$ cat src/hw/qgcfg_pkg.sv
// Constants shared by the quad UART global configuration block.
package qgcfg_pkg;
	// Address map boundaries.
	localparam logic [7:0] CH_SPACE_END = 8'h3F;
	localparam logic [7:0] RSVD_END     = 8'h7F;
	localparam logic [7:0] CFG_BASE     = 8'h80;
	localparam logic [7:0] CFG_END      = 8'h8F;
	localparam int         CH_SEL_LSB   = 4;
	localparam int         LEGACY_BIT   = 3;
	// Global configuration register offsets.
	localparam logic [7:0] ADDR_PEND    = 8'h80;
	localparam logic [7:0] ADDR_SRC_LO  = 8'h81;
	localparam logic [7:0] ADDR_SRC_HI  = 8'h82;
	localparam logic [7:0] ADDR_SPARE   = 8'h83;
	localparam logic [7:0] ADDR_TCTRL   = 8'h84;
	localparam logic [7:0] ADDR_TSPARE  = 8'h85;
	localparam logic [7:0] ADDR_TLOW    = 8'h86;
	localparam logic [7:0] ADDR_THIGH   = 8'h87;
	localparam logic [7:0] ADDR_OVS     = 8'h88;
	localparam logic [7:0] ADDR_SPARE_A = 8'h89;
	localparam logic [7:0] ADDR_SRESET  = 8'h8A;
	localparam logic [7:0] ADDR_SLEEP   = 8'h8B;
	localparam logic [7:0] ADDR_REV     = 8'h8C;
	localparam logic [7:0] ADDR_PART    = 8'h8D;
	localparam logic [7:0] ADDR_BCAST   = 8'h8E;
	// Values after reset.
	localparam logic [7:0] RST_BYTE     = 8'h00;
	localparam logic [15:0] RST_RELOAD  = 16'h0000;
	// Field positions.
	localparam int TCTRL_IRQ_EN  = 0;
	localparam int TCTRL_START   = 1;
	localparam int TCTRL_ONESHOT = 2;
	localparam int TCTRL_EXTCLK  = 3;
	localparam int TCTRL_W       = 4;
	localparam int SLEEP_WAKE_EN = 4;
	localparam int SLEEP_W       = 5;
	localparam int BCAST_BIT     = 0;
	// Read data appears this many edges after the read strobe.
	localparam int READ_LATENCY  = 2;
	// Per-channel interrupt source codes.
	typedef enum logic [2:0] {
		CODE_NONE    = 3'b000,
		CODE_RX_LINE = 3'b001,
		CODE_RX_TOUT = 3'b010,
		CODE_TX_MT   = 3'b011,
		CODE_MODEM   = 3'b100,
		CODE_TIMER   = 3'b111
	} qgcfg_code_type;
endpackage

$ cat src/hw/qgcfg_src_enc.sv
// Priority encoder giving one channel's interrupt source code.
`timescale 1ns/1ps
`default_nettype none
module qgcfg_src_enc #(
	parameter bit HAS_TIMER = 1'b0
) (
	// Enabled interrupt requests of the channel.
	input  wire logic                      rx_line,
	input  wire logic                      rx_tout,
	input  wire logic                      tx_empty,
	input  wire logic                      modem,
	input  wire logic                      timer,
	// Encoded source.
	output qgcfg_pkg::qgcfg_code_type      code
);
	// Highest priority first; the timer code only exists on channel 0.
	always_comb
	begin
		if (rx_line)
			code = qgcfg_pkg::CODE_RX_LINE;
		else if (rx_tout)
			code = qgcfg_pkg::CODE_RX_TOUT;
		else if (tx_empty)
			code = qgcfg_pkg::CODE_TX_MT;
		else if (modem)
			code = qgcfg_pkg::CODE_MODEM;
		else if (HAS_TIMER && timer)
			code = qgcfg_pkg::CODE_TIMER;
		else
			code = qgcfg_pkg::CODE_NONE;
	end
endmodule
`default_nettype wire

$ cat src/hw/qgcfg_timer.sv
// General purpose 16-bit down counter with time-out pulse.
`timescale 1ns/1ps
`default_nettype none
module qgcfg_timer #(
	parameter int WIDTH = 16
) (
	// Clock and reset.
	input  wire logic             ref_clk,
	input  wire logic             rst,
	input  wire logic             ce,
	// Control.
	input  wire logic             start,
	input  wire logic             oneshot,
	input  wire logic             tick,
	input  wire logic [WIDTH-1:0] reload,
	// One-cycle pulse at each time-out.
	output logic                  timeout
);
	if (WIDTH < 2)
	begin : g_bad_width
		$error("qgcfg_timer: WIDTH too small");
	end

	logic [WIDTH-1:0] count;
	logic             start_q;
	logic             done;

	// Stop pauses the count; a fresh start reloads it.
	always_ff @(posedge ref_clk or posedge rst)
	begin
		if (rst)
		begin
			count   <= '0;
			start_q <= 1'b0;
			done    <= 1'b0;
			timeout <= 1'b0;
		end
		else if (ce)
		begin
			start_q <= start;
			timeout <= 1'b0;
			if (!start)
				done <= 1'b0;
			else if (!start_q)
				count <= reload;
			else if (!done && tick)
			begin
				if (count == '0)
				begin
					timeout <= 1'b1;
					count   <= reload;
					done    <= oneshot;
				end
				else
					count <= count - 1'b1;
			end
		end
	end
endmodule
`default_nettype wire

$ cat src/hw/qgcfg_top.sv
// Global configuration register bank and interrupt aggregator.
`timescale 1ns/1ps
`default_nettype none
// Contract
// - Decode a full 8-bit address, 256 bytes of space.
// - Each channel owns 16 bytes at n*0x10, 0x00 to 0x3F.
// - Nothing answers between 0x40 and 0x7F; reads give zero.
// - Global registers at 0x80-0x8F are accessed directly.
// - Low eight offsets per channel are legacy, upper eight enhanced.
// - Pending register bit n is set while channel n requests service.
// - Pending bits 7 to 4 always read zero.
// - Pending clears when its source drops; reads of 0x84 and 0x80 clear the timer and wake flags.
// - Two source registers hold four 3-bit codes, split as documented.
// - All four interrupt registers read zero after reset.
// - Register 0x83 always reads zero.
// - Timer code 7 appears only in channel 0's field.
// - Channel interrupts gated only by the channel's own enables.
// - Timer irq masked by timer control, wake irq by sleep reg.
// - Waking after all four channels slept raises an enabled irq.
// - Bit 0 of 0x8E makes one write reach all four channels.
// - Codes: 1 rx/line, 2 rx timeout, 3 tx, 4 modem, 7 timer.
// - Reading timer control clears the pending timer interrupt.
// - Oversample bit n selects 8X for channel n when one.
// - Soft-reset bits pulse a channel reset and clear themselves.
module qgcfg_top #(
	parameter int         CHANNELS  = 4,
	parameter logic [7:0] REV_CODE  = 8'hA1, // Arbitrary value.
	parameter logic [7:0] PART_CODE = 8'h5C  // Arbitrary value.
) (
	// Clock, reset and clock enable.
	input  wire logic       ref_clk,
	input  wire logic       rst,
	input  wire logic       ce,
	// Host parallel bus.
	input  wire logic [7:0] bus_addr,
	input  wire logic       bus_rd,
	input  wire logic       bus_wr,
	input  wire logic [7:0] bus_data_in,
	output logic      [7:0] bus_data_out,
	output logic            bus_data_oe,
	// Channel register sets.
	output logic      [3:0] ch_sel,
	output logic      [3:0] ch_offset,
	output logic            ch_legacy,
	output logic            ch_rd,
	output logic            ch_wr,
	output logic      [7:0] ch_wdata,
	input  wire logic [7:0] ch_rdata,
	// Enabled interrupt requests from each channel.
	input  wire logic [3:0] ch_rx_line,
	input  wire logic [3:0] ch_rx_tout,
	input  wire logic [3:0] ch_tx_empty,
	input  wire logic [3:0] ch_modem,
	// Activity that ends full sleep, and the external timer tick.
	input  wire logic       wake_activity,
	input  wire logic       timer_ext_tick,
	// Global controls to the channels.
	output logic      [3:0] oversample_8x,
	output logic      [3:0] ch_soft_reset,
	output logic      [3:0] ch_sleep,
	output logic            all_asleep,
	// Shared interrupt.
	output logic            irq
);
	if (CHANNELS != 4)
	begin : g_bad_channels
		$error("qgcfg_top: only four channels are served");
	end

	////////////////////////////////////////////////////////////////
	localparam int TCTRL_W_L = qgcfg_pkg::TCTRL_W;
	logic [TCTRL_W_L-1:0] timer_control;
	logic [7:0]  timer_reload_low;
	logic [7:0]  timer_reload_high;
	logic [qgcfg_pkg::SLEEP_W-1:0] sleep_enable;
	logic        bcast_all;
	logic        timer_flag;
	logic        wake_flag;
	logic [3:0]  pending;
	logic [11:0] src_field;
	logic        tmr_timeout;
	logic        rd_cfg;
	logic        rd_ch;
	logic [7:0]  rd_addr;
	logic        is_ch;
	logic        is_cfg;
	logic [2:0]  code [4];
	logic [3:0]  next_pending;
	logic [11:0] next_src;
	logic [7:0]  cfg_rdata;

	assign is_ch  = (bus_addr <= qgcfg_pkg::CH_SPACE_END);
	assign is_cfg = (bus_addr >= qgcfg_pkg::CFG_BASE)
		&& (bus_addr <= qgcfg_pkg::CFG_END);

	////////////////////////////////////////////////////////////////
	// channel block select
	// Strobes to the channels are registered, so they lag one edge.
	always_ff @(posedge ref_clk or posedge rst)
	begin
		if (rst)
		begin
			ch_sel    <= 4'h0;
			ch_offset <= 4'h0;
			ch_legacy <= 1'b0;
			ch_rd     <= 1'b0;
			ch_wr     <= 1'b0;
			ch_wdata  <= qgcfg_pkg::RST_BYTE;
		end
		else if (ce)
		begin
			ch_rd     <= bus_rd && is_ch;
			ch_wr     <= bus_wr && is_ch;
			ch_offset <= bus_addr[3:0];
			ch_legacy <= !bus_addr[qgcfg_pkg::LEGACY_BIT];
			ch_wdata  <= bus_data_in;
			if (bus_wr && bcast_all)
				ch_sel <= 4'hF;
			else
				ch_sel <= 4'h1 << bus_addr[5:4];
		end
	end

	////////////////////////////////////////////////////////////////
	// Writable global controls.
	always_ff @(posedge ref_clk or posedge rst)
	begin
		if (rst)
		begin
			timer_control     <= '0;
			timer_reload_low  <= qgcfg_pkg::RST_BYTE;
			timer_reload_high <= qgcfg_pkg::RST_BYTE;
			oversample_8x     <= 4'h0;
			sleep_enable      <= '0;
			bcast_all         <= 1'b0;
		end
		else if (ce && bus_wr && is_cfg)
		begin
			if (bus_addr == qgcfg_pkg::ADDR_TCTRL)
				timer_control <= bus_data_in[TCTRL_W_L-1:0];
			else if (bus_addr == qgcfg_pkg::ADDR_TLOW)
				timer_reload_low <= bus_data_in;
			else if (bus_addr == qgcfg_pkg::ADDR_THIGH)
				timer_reload_high <= bus_data_in;
			else if (bus_addr == qgcfg_pkg::ADDR_OVS)
				oversample_8x <= bus_data_in[3:0];
			else if (bus_addr == qgcfg_pkg::ADDR_SLEEP)
				sleep_enable <=
					bus_data_in[qgcfg_pkg::SLEEP_W-1:0];
			else if (bus_addr == qgcfg_pkg::ADDR_BCAST)
				bcast_all <= bus_data_in[qgcfg_pkg::BCAST_BIT];
		end
	end

	// self-clearing soft reset
	// Each bit lives for exactly one cycle after the write.
	always_ff @(posedge ref_clk or posedge rst)
	begin
		if (rst)
			ch_soft_reset <= 4'h0;
		else if (ce)
		begin
			if (bus_wr && bus_addr == qgcfg_pkg::ADDR_SRESET)
				ch_soft_reset <= bus_data_in[3:0];
			else
				ch_soft_reset <= 4'h0;
		end
	end

	////////////////////////////////////////////////////////////////
	qgcfg_timer #(
		.WIDTH (16)
	) u_timer (
		.ref_clk (ref_clk),
		.rst     (rst),
		.ce      (ce),
		.start   (timer_control[qgcfg_pkg::TCTRL_START]),
		.oneshot (timer_control[qgcfg_pkg::TCTRL_ONESHOT]),
		.tick    (timer_control[qgcfg_pkg::TCTRL_EXTCLK]
			? timer_ext_tick : 1'b1),
		.reload  ({timer_reload_high, timer_reload_low}),
		.timeout (tmr_timeout)
	);

	// timer flag clear on read
	// A time-out in the clearing cycle wins, so no event is lost.
	always_ff @(posedge ref_clk or posedge rst)
	begin
		if (rst)
			timer_flag <= 1'b0;
		else if (ce)
		begin
			if (tmr_timeout
				&& timer_control[qgcfg_pkg::TCTRL_IRQ_EN])
				timer_flag <= 1'b1;
			else if (bus_rd && bus_addr == qgcfg_pkg::ADDR_TCTRL)
				timer_flag <= 1'b0;
		end
	end

	// wake after full sleep
	// A channel sleeps only with nothing pending on it; full sleep needs nothing pending on any channel.
	always_ff @(posedge ref_clk or posedge rst)
	begin
		if (rst)
		begin
			all_asleep <= 1'b0;
			ch_sleep   <= 4'h0;
			wake_flag  <= 1'b0;
		end
		else if (ce)
		begin
			ch_sleep <= sleep_enable[3:0] & ~pending;
			if (all_asleep && wake_activity)
			begin
				all_asleep <= 1'b0;
				if (sleep_enable[qgcfg_pkg::SLEEP_WAKE_EN])
					wake_flag <= 1'b1;
			end
			else
			begin
				all_asleep <= (sleep_enable[3:0] == 4'hF)
					&& (next_pending == 4'h0) && !wake_activity;
				if (bus_rd && bus_addr == qgcfg_pkg::ADDR_PEND)
					wake_flag <= 1'b0;
			end
		end
	end

	////////////////////////////////////////////////////////////////
	// priority encoding
	for (genvar n = 0; n < 4; n++)
	begin : g_enc
		qgcfg_src_enc #(
			.HAS_TIMER (n == 0)
		) u_enc (
			.rx_line  (ch_rx_line[n]),
			.rx_tout  (ch_rx_tout[n]),
			.tx_empty (ch_tx_empty[n]),
			.modem    (ch_modem[n]),
			.timer    (timer_flag),
			.code     (code[n])
		);
	end

	// code 7 only on channel 0
	always_comb
	begin
		next_src = {code[3], code[2], code[1], code[0]};
		for (int n = 0; n < 4; n++)
			next_pending[n] = (code[n] != 3'b000);
		next_pending[0] = next_pending[0] || wake_flag;
	end

	// pending follows the sources
	// The registered copy trades one cycle of lag for glitch-free reads.
	always_ff @(posedge ref_clk or posedge rst)
	begin
		if (rst)
		begin
			pending   <= 4'h0;
			src_field <= 12'h000;
			irq       <= 1'b0;
		end
		else if (ce)
		begin
			pending   <= next_pending;
			src_field <= next_src;
			irq       <= |next_pending;
		end
	end

	////////////////////////////////////////////////////////////////
	// Global read multiplexer.
	always_comb
	begin
		cfg_rdata = qgcfg_pkg::RST_BYTE;
		if (rd_addr == qgcfg_pkg::ADDR_PEND)
			cfg_rdata = {4'h0, pending};
		else if (rd_addr == qgcfg_pkg::ADDR_SRC_LO)
			cfg_rdata = src_field[7:0];
		else if (rd_addr == qgcfg_pkg::ADDR_SRC_HI)
			cfg_rdata = {4'h0, src_field[11:8]};
		else if (rd_addr == qgcfg_pkg::ADDR_SPARE)
			cfg_rdata = qgcfg_pkg::RST_BYTE;
		else if (rd_addr == qgcfg_pkg::ADDR_TCTRL)
			cfg_rdata = {4'h0, timer_control};
		else if (rd_addr == qgcfg_pkg::ADDR_TLOW)
			cfg_rdata = timer_reload_low;
		else if (rd_addr == qgcfg_pkg::ADDR_THIGH)
			cfg_rdata = timer_reload_high;
		else if (rd_addr == qgcfg_pkg::ADDR_OVS)
			cfg_rdata = {4'h0, oversample_8x};
		else if (rd_addr == qgcfg_pkg::ADDR_SLEEP)
			cfg_rdata = {3'h0, sleep_enable};
		else if (rd_addr == qgcfg_pkg::ADDR_REV)
			cfg_rdata = REV_CODE;
		else if (rd_addr == qgcfg_pkg::ADDR_PART)
			cfg_rdata = PART_CODE;
		else if (rd_addr == qgcfg_pkg::ADDR_BCAST)
			cfg_rdata = {7'h00, bcast_all};
	end

	// Two-stage read: channel data returns while ch_rd is high.
	always_ff @(posedge ref_clk or posedge rst)
	begin
		if (rst)
		begin
			rd_cfg       <= 1'b0;
			rd_ch        <= 1'b0;
			rd_addr      <= qgcfg_pkg::RST_BYTE;
			bus_data_out <= qgcfg_pkg::RST_BYTE;
			bus_data_oe  <= 1'b0;
		end
		else if (ce)
		begin
			rd_cfg      <= bus_rd && !is_ch;
			rd_ch       <= bus_rd && is_ch;
			rd_addr     <= bus_addr;
			bus_data_oe <= rd_cfg || rd_ch;
			if (rd_ch)
				bus_data_out <= ch_rdata;
			else if (rd_cfg)
				bus_data_out <= cfg_rdata;
		end
	end
endmodule
`default_nettype wire

$ cat config.mk
export PLATFORM = sky130hd
export DESIGN_NAME = qgcfg_top
export DESIGN_NICKNAME = d
export VERILOG_FILES = /design/src/hw/qgcfg_pkg.sv /design/src/hw/qgcfg_src_enc.sv /design/src/hw/qgcfg_timer.sv /design/src/hw/qgcfg_top.sv
export SDC_FILE = /design/constraint.sdc
export NUM_CORES = 1
export LEC_CHECK = 0
export ABC_AREA = 0
export ABC_CLOCK_PERIOD_IN_PS = 3700
export CAP_MARGIN = 20
export CORE_ASPECT_RATIO = 1.75
export CORE_MARGIN = 2
export CORE_UTILIZATION = 44
export DETAILED_ROUTE_END_ITERATION = 10
export DONT_BUFFER_PORTS = 1
export GPL_TIMING_DRIVEN = 0
export HOLD_SLACK_MARGIN = 0.15
export SLEW_MARGIN = 25
export SYNTH_ARGS = -nofsm -noshare
export SYNTH_HDL_FRONTEND = slang
export SYNTH_SLANG_ARGS = --single-unit
$ cat constraint.sdc
create_clock -name ref_clk -period 3.7 [get_ports ref_clk]
set_input_delay 0.185 -clock ref_clk [delete_from_list [all_inputs] [get_ports ref_clk]]
set_output_delay 0.185 -clock ref_clk [all_outputs]
set_load 0.02 [all_outputs]
### Word level (Yosys, flattened, before mapping)

Cells that the tools add are included.
Widths: inputs -> output; s select.

| storage, ports and cells | value |
|---|---|
| output and inout port bits | 42 |
| input port bits | 47 |
| bits in registers | 114 |

| operators by class | value |
|---|---|
| shift operators | 1 |
| bitwise gates (word level) | 7 |
| equal/unequal tests | 26 |
| multiplexer cells | 51 |
| add/subtract/negate cells | 1 |
| reduce and logical (&&, ||, !) cells | 42 |
| magnitude comparators | 3 |

Operators by type and width:

| cell | count |
|---|---|
| $eq 8x8->1 const B | 20 |
| $mux 8 | 12 |
| $mux 3 | 17 |
| $mux 16 | 3 |
| $logic_not 16->1 | 1 |
| $mux 1 | 16 |
| $sub 16x1->16 const B | 1 |
| $logic_and 1x1->1 | 15 |
| $reduce_bool 3->1 | 4 |
| $reduce_and 3->1 | 3 |
| $ge 8x8->1 const B | 1 |
| $le 8x6->1 const B | 1 |
| $le 8x8->1 const B | 1 |
| $mux 4 | 2 |
| $reduce_and 4->1 | 2 |
| $mux 7 | 1 |
| $reduce_and 7->1 | 1 |
| $ne 2x1->1 const B | 3 |
| $reduce_and 2->1 | 3 |
| $reduce_and 6->1 | 1 |
| $reduce_bool 2->1 | 3 |
| $not 1->1 | 5 |
| $reduce_and 5->1 | 1 |
| $and 4x4->4 | 1 |
| 8 further kinds | 13 |

### Depth between registers and ports, before layout

Gate-level depths: netlist of run 1.

| depth | value |
|---|---|
| depth after elaboration | 15 |
| gate-level depth with buffers | 8 |
| mapped depth without buffers | 7 |

### Cells and area by module

A second synthesis of run 1 with hierarchy kept.

| second synthesis, totals | value |
|---|---|
| cell total of the unflattened synthesis | 579 |
| area, all modules | 5811.8 um^2 |

Modules (own cells, without submodules):

| module | area each (um^2) | instances | sequential area each (um^2) | cells each |
|---|---|---|---|---|
| qgcfg_top | 4436.8 | 1 | 2277.2 | 410 |
| qgcfg_timer | 1223.7 | 1 | 475.5 | 146 |
| qgcfg_src_enc (g_enc[1].u_enc ...) | 35.0 | 3 | 0.0 | 5 |
| qgcfg_src_enc (g_enc[0].u_enc) | 46.3 | 1 | 0.0 | 8 |

### Least setup slack after synthesis of run 1

No wires, ideal clock.

| timing | value |
|---|---|
| path type | reg-to-reg |
| from | register u_timer.count[0] |
| to | register u_timer.count[9] |
| path buffers | 0 |
| path slack | 1.460 ns |
| cell stages (with the launch flop) | 8 |
| data arrival time | 2.116 ns |
| cell sequence | dfrtp_1 > inv_1 > ha_1 > or4b_2 > o41a_4 > nor2_4 > nor2_1 > a211o_1 |

| on the way | value |
|---|---|
| word-level cells in the longest chain between the ends | 4 |
| elaborated cells between the ends (all ways) | 5 |
| those cells by class | add/sub: 1; mux: 3; reduce/logical: 1 |

RTL lines:

| item | RTL line | text |
|---|---|---|
| start: declaration | qgcfg_timer.sv:24 | `logic [WIDTH-1:0] count;` |
| start signal: assignment | qgcfg_timer.sv:45 | `count <= reload;` |
| start signal: assignment | qgcfg_timer.sv:51 | `count <= reload;` |
| start signal: assignment | qgcfg_timer.sv:55 | `count <= count - 1'b1;` |
| $sub 16x1->16 or $logic_not 16->1 (tied branches) | qgcfg_timer.sv:55, qgcfg_timer.sv:48 |  |
| $mux 16 (*) | qgcfg_timer.sv:48 | `if (count == '0)` |
| $mux 16 (*) | qgcfg_timer.sv:46 | `else if (!done && tick)` |
| $mux 16 (*) | qgcfg_timer.sv:44 | `else if (!start_q)` |

Mark *: on every way between the ends. The rest lies on a longest branch, timed or not. The select of a mux whose other input is x is not followed.
A chain may end at the register's enable or synchronous reset.

### Final worst setup path of run 1

| timing | value |
|---|---|
| from | register u_timer.count[0] |
| to | register u_timer.count[14] |

Same word-level chain as after synthesis.

==> results of run 1 <==
[worst min-delay path, cell delays in order]
cell and delay (ns):
inv_1 0.04, o21ai_0 0.16, a31oi_1 0.04, o21ai_0 0.06
[report_power, final]
part / switching (mW) / internal [mW]
Sequential: 0.131 / 1.29
Combinational: 0.267 / 0.186
Clock: 0.458 / 0.554
Total: 0.856 / 2.03
[placed cells by master, fill, tap and decap left out, types with 6 or more instances in the layout]
cell type      instances
buf_1                  6
inv_1                 27
o21ai_0               37
nand2_1               41
mux2_2                45
a21o_1                 7
clkbuf_1              21
dfrtp_1              110
clkbuf_16              9
nor4_1                 7
dlygate4sd3_1         56
or3_1                  6
o22ai_1                6
a211oi_1               7
nor3_1                11
nand3_1               20
a22o_1                 8
nor2_1                38
nor2b_1                9
a21oi_1               43
o211ai_1              11
[synth_stat cells (all sizes together), types with 6 or more instances]
cell / n / area share
buf: 12 / 0.012
o211ai: 11 / 0.015
a21o: 7 / 0.0094
nor3: 11 / 0.0099
clkbuf: 20 / 0.013
nor2: 39 / 0.028
o21ai: 37 / 0.033
a211oi: 7 / 0.0094
a21oi: 44 / 0.040
nor4: 7 / 0.0079
nor2b: 9 / 0.010
mux2: 45 / 0.091
a22o: 8 / 0.013
o22ai: 6 / 0.0067
dfrtp: 110 / 0.49
nand2: 41 / 0.028
nand3: 20 / 0.018
inv: 28 / 0.019
or3: 6 / 0.0067
[sequential cells by signal, indices dropped and copies added (netlist names), 3 cells and up]
name,cells
u_timer.count,16
sleep_enable,5
ch_sleep,4
ch_wdata,8
src_field,12
ch_sel,4
oversample_8x,4
timer_control,4
rd_addr,5
pending,4
bus_data_out,8
timer_reload_low,8
timer_reload_high,8
ch_offset,3
ch_soft_reset,4
[logic make-up after synthesis]
group | Yosys count | share of synthesized area
xor gates and xnor gates | 1 | 0.00157
buffers and inverters | 60 | 0.0447
DFF | 110 | 0.494
adders and majority gates | 1 | 0.00224
muxes | 47 | 0.0945
and+or+nand+nor | 166 | 0.152
AOI/OAI and AO/OA | 172 | 0.211
[worst paths after layout]
kind                                     end  slack [ns]              start
max                        u_timer.count[14]        1.09   u_timer.count[0]
max reg2reg                u_timer.count[14]        1.09   u_timer.count[0]
min in group asynchronous        ch_wdata[5]        0.35                rst
min reg2reg                u_timer.count[11]        0.53  u_timer.count[11]
max in group asynchronous    sleep_enable[4]        2.68                rst
min                          bus_data_out[3]        0.16        ch_rdata[3]
[layout make-up]
type / count / area share
flip-flops and latches: 110 / 0.411
multi-input cells: 387 / 0.385
repair buffers: 58 / 0.0886
clock buffers: 11 / 0.0362
well taps: 168 / 0.0314
plain buffers: 32 / 0.0215
inverters: 28 / 0.0164
clock inverters: 5 / 0.00990
[through the flow]
stage	setup WS [ns]	utilization	setup TNS (ns)
2_1_floorplan	0.613	-	0
3_3_place_gp	-0.557	0.465	-60.29
3_5_place_dp	1.10	0.469	0
4_1_cts	1.08	0.539	0
5_1_grt	0.908	0.539	0
6_report	1.09	0.539	0
[repair_timing]
action,CTS,global route
hold buffers,56,0
endpoints found under the setup margin,0,0
resized for setup,0,0
endpoints found under the hold margin,133,0
[layer usage]
metal  wire length (um)  track usage  up-vias  part of all wire
met1               6390        0.302     2467              0.36
met3                768       0.0502       46             0.043
met2               9940        0.491      167              0.56
met5                  0            0        -                 0
met4                690        0.114        0             0.039
li1                   -            -     2208                 -
==> flow_metrics.py, run 1 <==
metrics = {
    "synthesis": {
        "synth_seq_cells": 110,
        "ys_async_sr_fraction": 1.00,
        "yosysSeqAreaShare": 0.494,
        "synth_nets": 605,
        "synth_edf_count": 0,
        "synth_warnings": 0,
        "synth_cells": 557,
        "syn_avg_cell_area_um2": 10.0,
        "synthFlopType": "dfrtp_1",
        "synth.distinct_cells": 64,
        "synth_area_um2": 5570,
    },
    "worst_setup_path": {
        "rr_worst_depth": 7,
        "critPathArrivalTime_ns": 2.82,
        "end_kind": "flip-flop",
        "worst_path_max_delay_cell": "or4b_2",
        "path_class": "flip-flop to flip-flop",
        "worstPathMaxFanout": 10,
        "cp-start-kind": "flip-flop",
        "critPathBufInv": 1,
        "cp.required_ns": 3.91,
        "crit_chain": "inv_1 -> ha_1 -> or4b_2 -> o41ai_4 -> nand2_1 -> o22ai_1 -> a21oi_1",
        "path_delay_family": "simple AND/OR/NAND/NOR gates",
        "cp_num_cells": 7,
        "critical-path-max-stage-delay_ns": 0.69,
    },
    "floorplan": {
        "pin_count": 89,
        "initial_utilization": 0.448,
        "fp.dieH_um": 153,
        "rows": 54,
        "core-area_um2": 12400,
        "dieWidth_um": 89.1,
        "die_area_um2": 13600,
    },
    "sta": {
        "fin_skew_ns": 0.00775,
        "fmax_mhz": 383,
        "tightest_slew_ns": 0.929,
        "fin_crit_sh": 0.705,
        "holdWs_ns": 0.157,
        "drv_slew": 0,
        "finalHoldViolCount": 0,
        "rsz0062_at_grt": "no",
        "slew_headroom": 0.381,
        "final.min_clock_period_ns": 2.61,
        "setup_viol": 0,
    },
    "global_routing": {
        "grtUsageTotal": 0.272,
        "grt_antenna_before_repair": 0,
        "grt_pass1_wl_um": 27800,
        "grt_start_max_net_pins": 61,
        "grt-ovfl-total": 0,
        "grt_pass1_vias": 4944,
    },
    "drt": {
        "route.detailed.drc": 0,
        "firstDrtPassIters": 6,
        "vias": 4888,
        "ant_nets": 0,
        "wl_per_cell_um": 22.3,
        "drt_iter0_drc": 335,
        "viasPerCell": 6.12,
        "routed_wirelength_um": 17800,
    },
    "clock_network": {
        "cts_max_level": 3,
        "clock-sinks": 110,
        "post_cts_buffers": 0,
        "cts_tree": "built",
        "cts_buffer_depth": 2,
        "clk_pin_slew_ns": 0.07,
        "insertion_delay_ns": 0.36,
        "cts_made_buffers": 9,
        "clockRootBuffer": "clkbuf_16",
    },
    "finish": {
        "ff_latch_area_um2": 2750,
        "fillers": 1169,
        "multiInputGateArea_um2": 2580,
        "synthToLayoutAreaGrowth_pct": 20.2,
        "nets": 674,
        "stdcell_area_um2": 6700,
        "diodes": 0,
        "drive_gt1_frac": 0.133,
        "instances_no_fill": 799,
    },
    "pwr": {
        "p_per_area_nw_per_um2": 430,
        "ir_drop_mv": 0.303,
        "report.power.total_mw": 2.88,
        "power_leakage_nw": 2.81,
    },
    "hold_path": {
        "hold_path_depth": 4,
        "holdCritPathClass": "primary input to flip-flop",
    },
    "placement": {
        "dp_hpwl_um": 13300,
        "portBuffers": 0,
        "numPlacedInstances": 727,
        "placed_cell_area_um2": 5830,
        "gp_congestion": 0.958,
    },
    "status": {
        "outcome": "finished clean",
    },
    "run": {
        "maxCapViolations": 0,
    },
}
No activity file was read; power rests on OpenSTA's default activity.
==> run 2: changes to the inputs <==
- ABC_CLOCK_PERIOD_IN_PS: 3700 -> 2700
- clock period: 3.7 -> 2.7 ns (I/O delays scaled with it)
==> run 2 against run 1 <==
- non-clock buffer count rose by 5
- core utilization is 0.67 points higher
- clock power is 42% higher
- register-to-register slack got worse by 0.93 ns
- cell area up 1.3%
==> flow_metrics.py, run 2 (same netlist as run 1, synthesis figures left out) <==
metrics = {
    "pwr": {
        "ir_drop_mv": 0.347,
        "p_per_area_nw_per_um2": 593,
        "power_leakage_nw": 2.83,
        "swShare": 0.288,
        "p_clk_frac": 0.357,
        "p_seq_frac": 0.484,
        "p_comb_frac": 0.160,
        "p_sw_mw": 1.16,
        "report.power.total_mw": 4.02,
        "p_int_mw": 2.86,
    },
    "global_routing": {
        "grt_pass1_wl_um": 27800,
        "grt-ovfl-total": 0,
        "grt_pass1_vias": 5038,
        "grt_antenna_before_repair": 0,
        "grtUsageTotal": 0.273,
        "grt_start_max_net_pins": 33,
    },
    "finish": {
        "fillers": 1182,
        "synthToLayoutAreaGrowth_pct": 21.7,
        "largestRegisters": "u_timer.count: 16 flops, src_field: 12 flops",
        "top_register": "u_timer.count",
        "ff_latch_area_um2": 2750,
        "stdcell_area_um2": 6780,
        "largest_reg_flops": 16,
        "drive_gt1_frac": 0.137,
        "instances_no_fill": 803,
        "final_common_cell": "dfrtp_1",
        "diodes": 0,
        "nets": 679,
        "multiInputGateArea_um2": 2580,
        "mostFrequentLayoutCells": "dfrtp_1, dlygate4sd3_1, mux2_2",
    },
    "sta": {
        "drv_slew": 0,
        "fmax_mhz": 393,
        "worst_slack_ns": 0.156,
        "rsz0062_at_grt": "no",
        "finalHoldViolCount": 0,
        "fin_crit_sh": 0.942,
        "finalSetupTns_ns": 0,
        "tightest_slew_ns": 0.890,
        "slew_headroom": 0.406,
        "fin_skew_ns": 0.00555,
        "final.min_clock_period_ns": 2.54,
        "setup_viol": 0,
    },
    "run": {
        "maxCapViolations": 0,
    },
    "clock_network": {
        "cts_max_level": 3,
        "insertion_delay_ns": 0.35,
        "clk_pin_slew_ns": 0.07,
        "cts_buffer_depth": 2,
        "clock-sinks": 110,
        "clockRootBuffer": "clkbuf_16",
        "cts_tree": "built",
        "cts_made_buffers": 9,
    },
    "drt": {
        "vias": 4890,
        "routed_wirelength_um": 18100,
        "viasPerCell": 6.09,
        "ant_nets": 0,
        "route.detailed.drc": 0,
        "drt_iter0_drc": 278,
        "firstDrtPassIters": 7,
        "wl_per_cell_um": 22.5,
    },
    "worst_setup_path": {
        "worstPathMaxFanout": 10,
        "critPathBufInv": 1,
        "end_kind": "flip-flop",
        "critPathArrivalTime_ns": 2.75,
        "worst_path_max_delay_cell": "or4b_2",
        "crit_chain": "inv_1 -> ha_1 -> or4b_2 -> o41ai_4 -> nand2_1 -> o22ai_1 -> a21oi_1",
        "cp-start-kind": "flip-flop",
        "path_class": "flip-flop to flip-flop",
        "path_delay_family": "simple AND/OR/NAND/NOR gates",
        "critical-path-max-stage-delay_ns": 0.69,
        "cp.required_ns": 2.90,
    },
    "floorplan": {
        "pin_count": 89,
        "core-area_um2": 12400,
        "dieWidth_um": 89.1,
        "rows": 54,
        "initial_utilization": 0.448,
        "die_area_um2": 13600,
        "fp.dieH_um": 153,
    },
    "placement": {
        "portBuffers": 0,
        "dp_hpwl_um": 13400,
        "gp_congestion": 0.955,
        "numPlacedInstances": 729,
        "placed_cell_area_um2": 5860,
        "dp_slack_ns": 0.163,
    },
    "hold_path": {
        "holdCritPathClass": "primary input to flip-flop",
    },
    "status": {
        "outcome": "finished clean",
    },
}
[run 2: cell type report]
cell class                      instances  area share
Buffer                                 32      0.0212
Clock buffer                           10      0.0352
Clock inverter                          5      0.0124
Inverter                               28      0.0161
Multi-Input combinational cell        387       0.381
Sequential cell                       110       0.406
Tap cell                              168      0.0310
Timing Repair Buffer                   63      0.0971
[run 2: routing by layer]
layer	up-vias	track usage	wire [um]
li1	2209	-	-
met1	2455	0.292	6220
met2	179	0.501	10200
met3	47	0.0486	870
met4	0	0.125	826
met5	-	0	0
[run 2: repair_timing]
item | in CTS | in global routing
gates resized for setup | 0 | 1
setup buffers | 0 | 0
setup endpoints to repair | 0 | 1
hold buffers | 59 | 0
endpoints found under the hold margin | 165 | 0
[run 2: worst paths after layout]
kind / start / end / slack, ns / depth (start not counted)
setup / recovery: u_timer.count[0] / u_timer.count[14] / 0.16 / 7
hold / removal: ch_rdata[4] / bus_data_out[4] / 0.16 / 2
setup reg to reg: u_timer.count[0] / u_timer.count[14] / 0.16 / 7
hold reg to reg: sleep_enable[0] / sleep_enable[0] / 0.53 / 1
max in group asynchronous: rst / bus_data_out[1] / 1.62 / 4
min in group asynchronous: rst / ch_wdata[2] / 0.32 / 2
[run 2: power by group through the flow]
stage	registers (mW)	clock network, mW	logic, mW
floorplan	1.92	0	0.405
global placement	1.97	0	0.518
detailed placement	1.97	0	0.543
CTS	1.94	1.45	0.632
global route	1.96	1.51	0.697
finish	1.94	1.43	0.642
[run 2: through the flow]
stage,hold slack [ns],utilization
after floorplan,0.233,-
after global placement,0.234,0.465
after detailed placement,0.0931,0.471
after CTS,0.157,0.545
after global routing,0.200,0.545
final,0.161,0.545
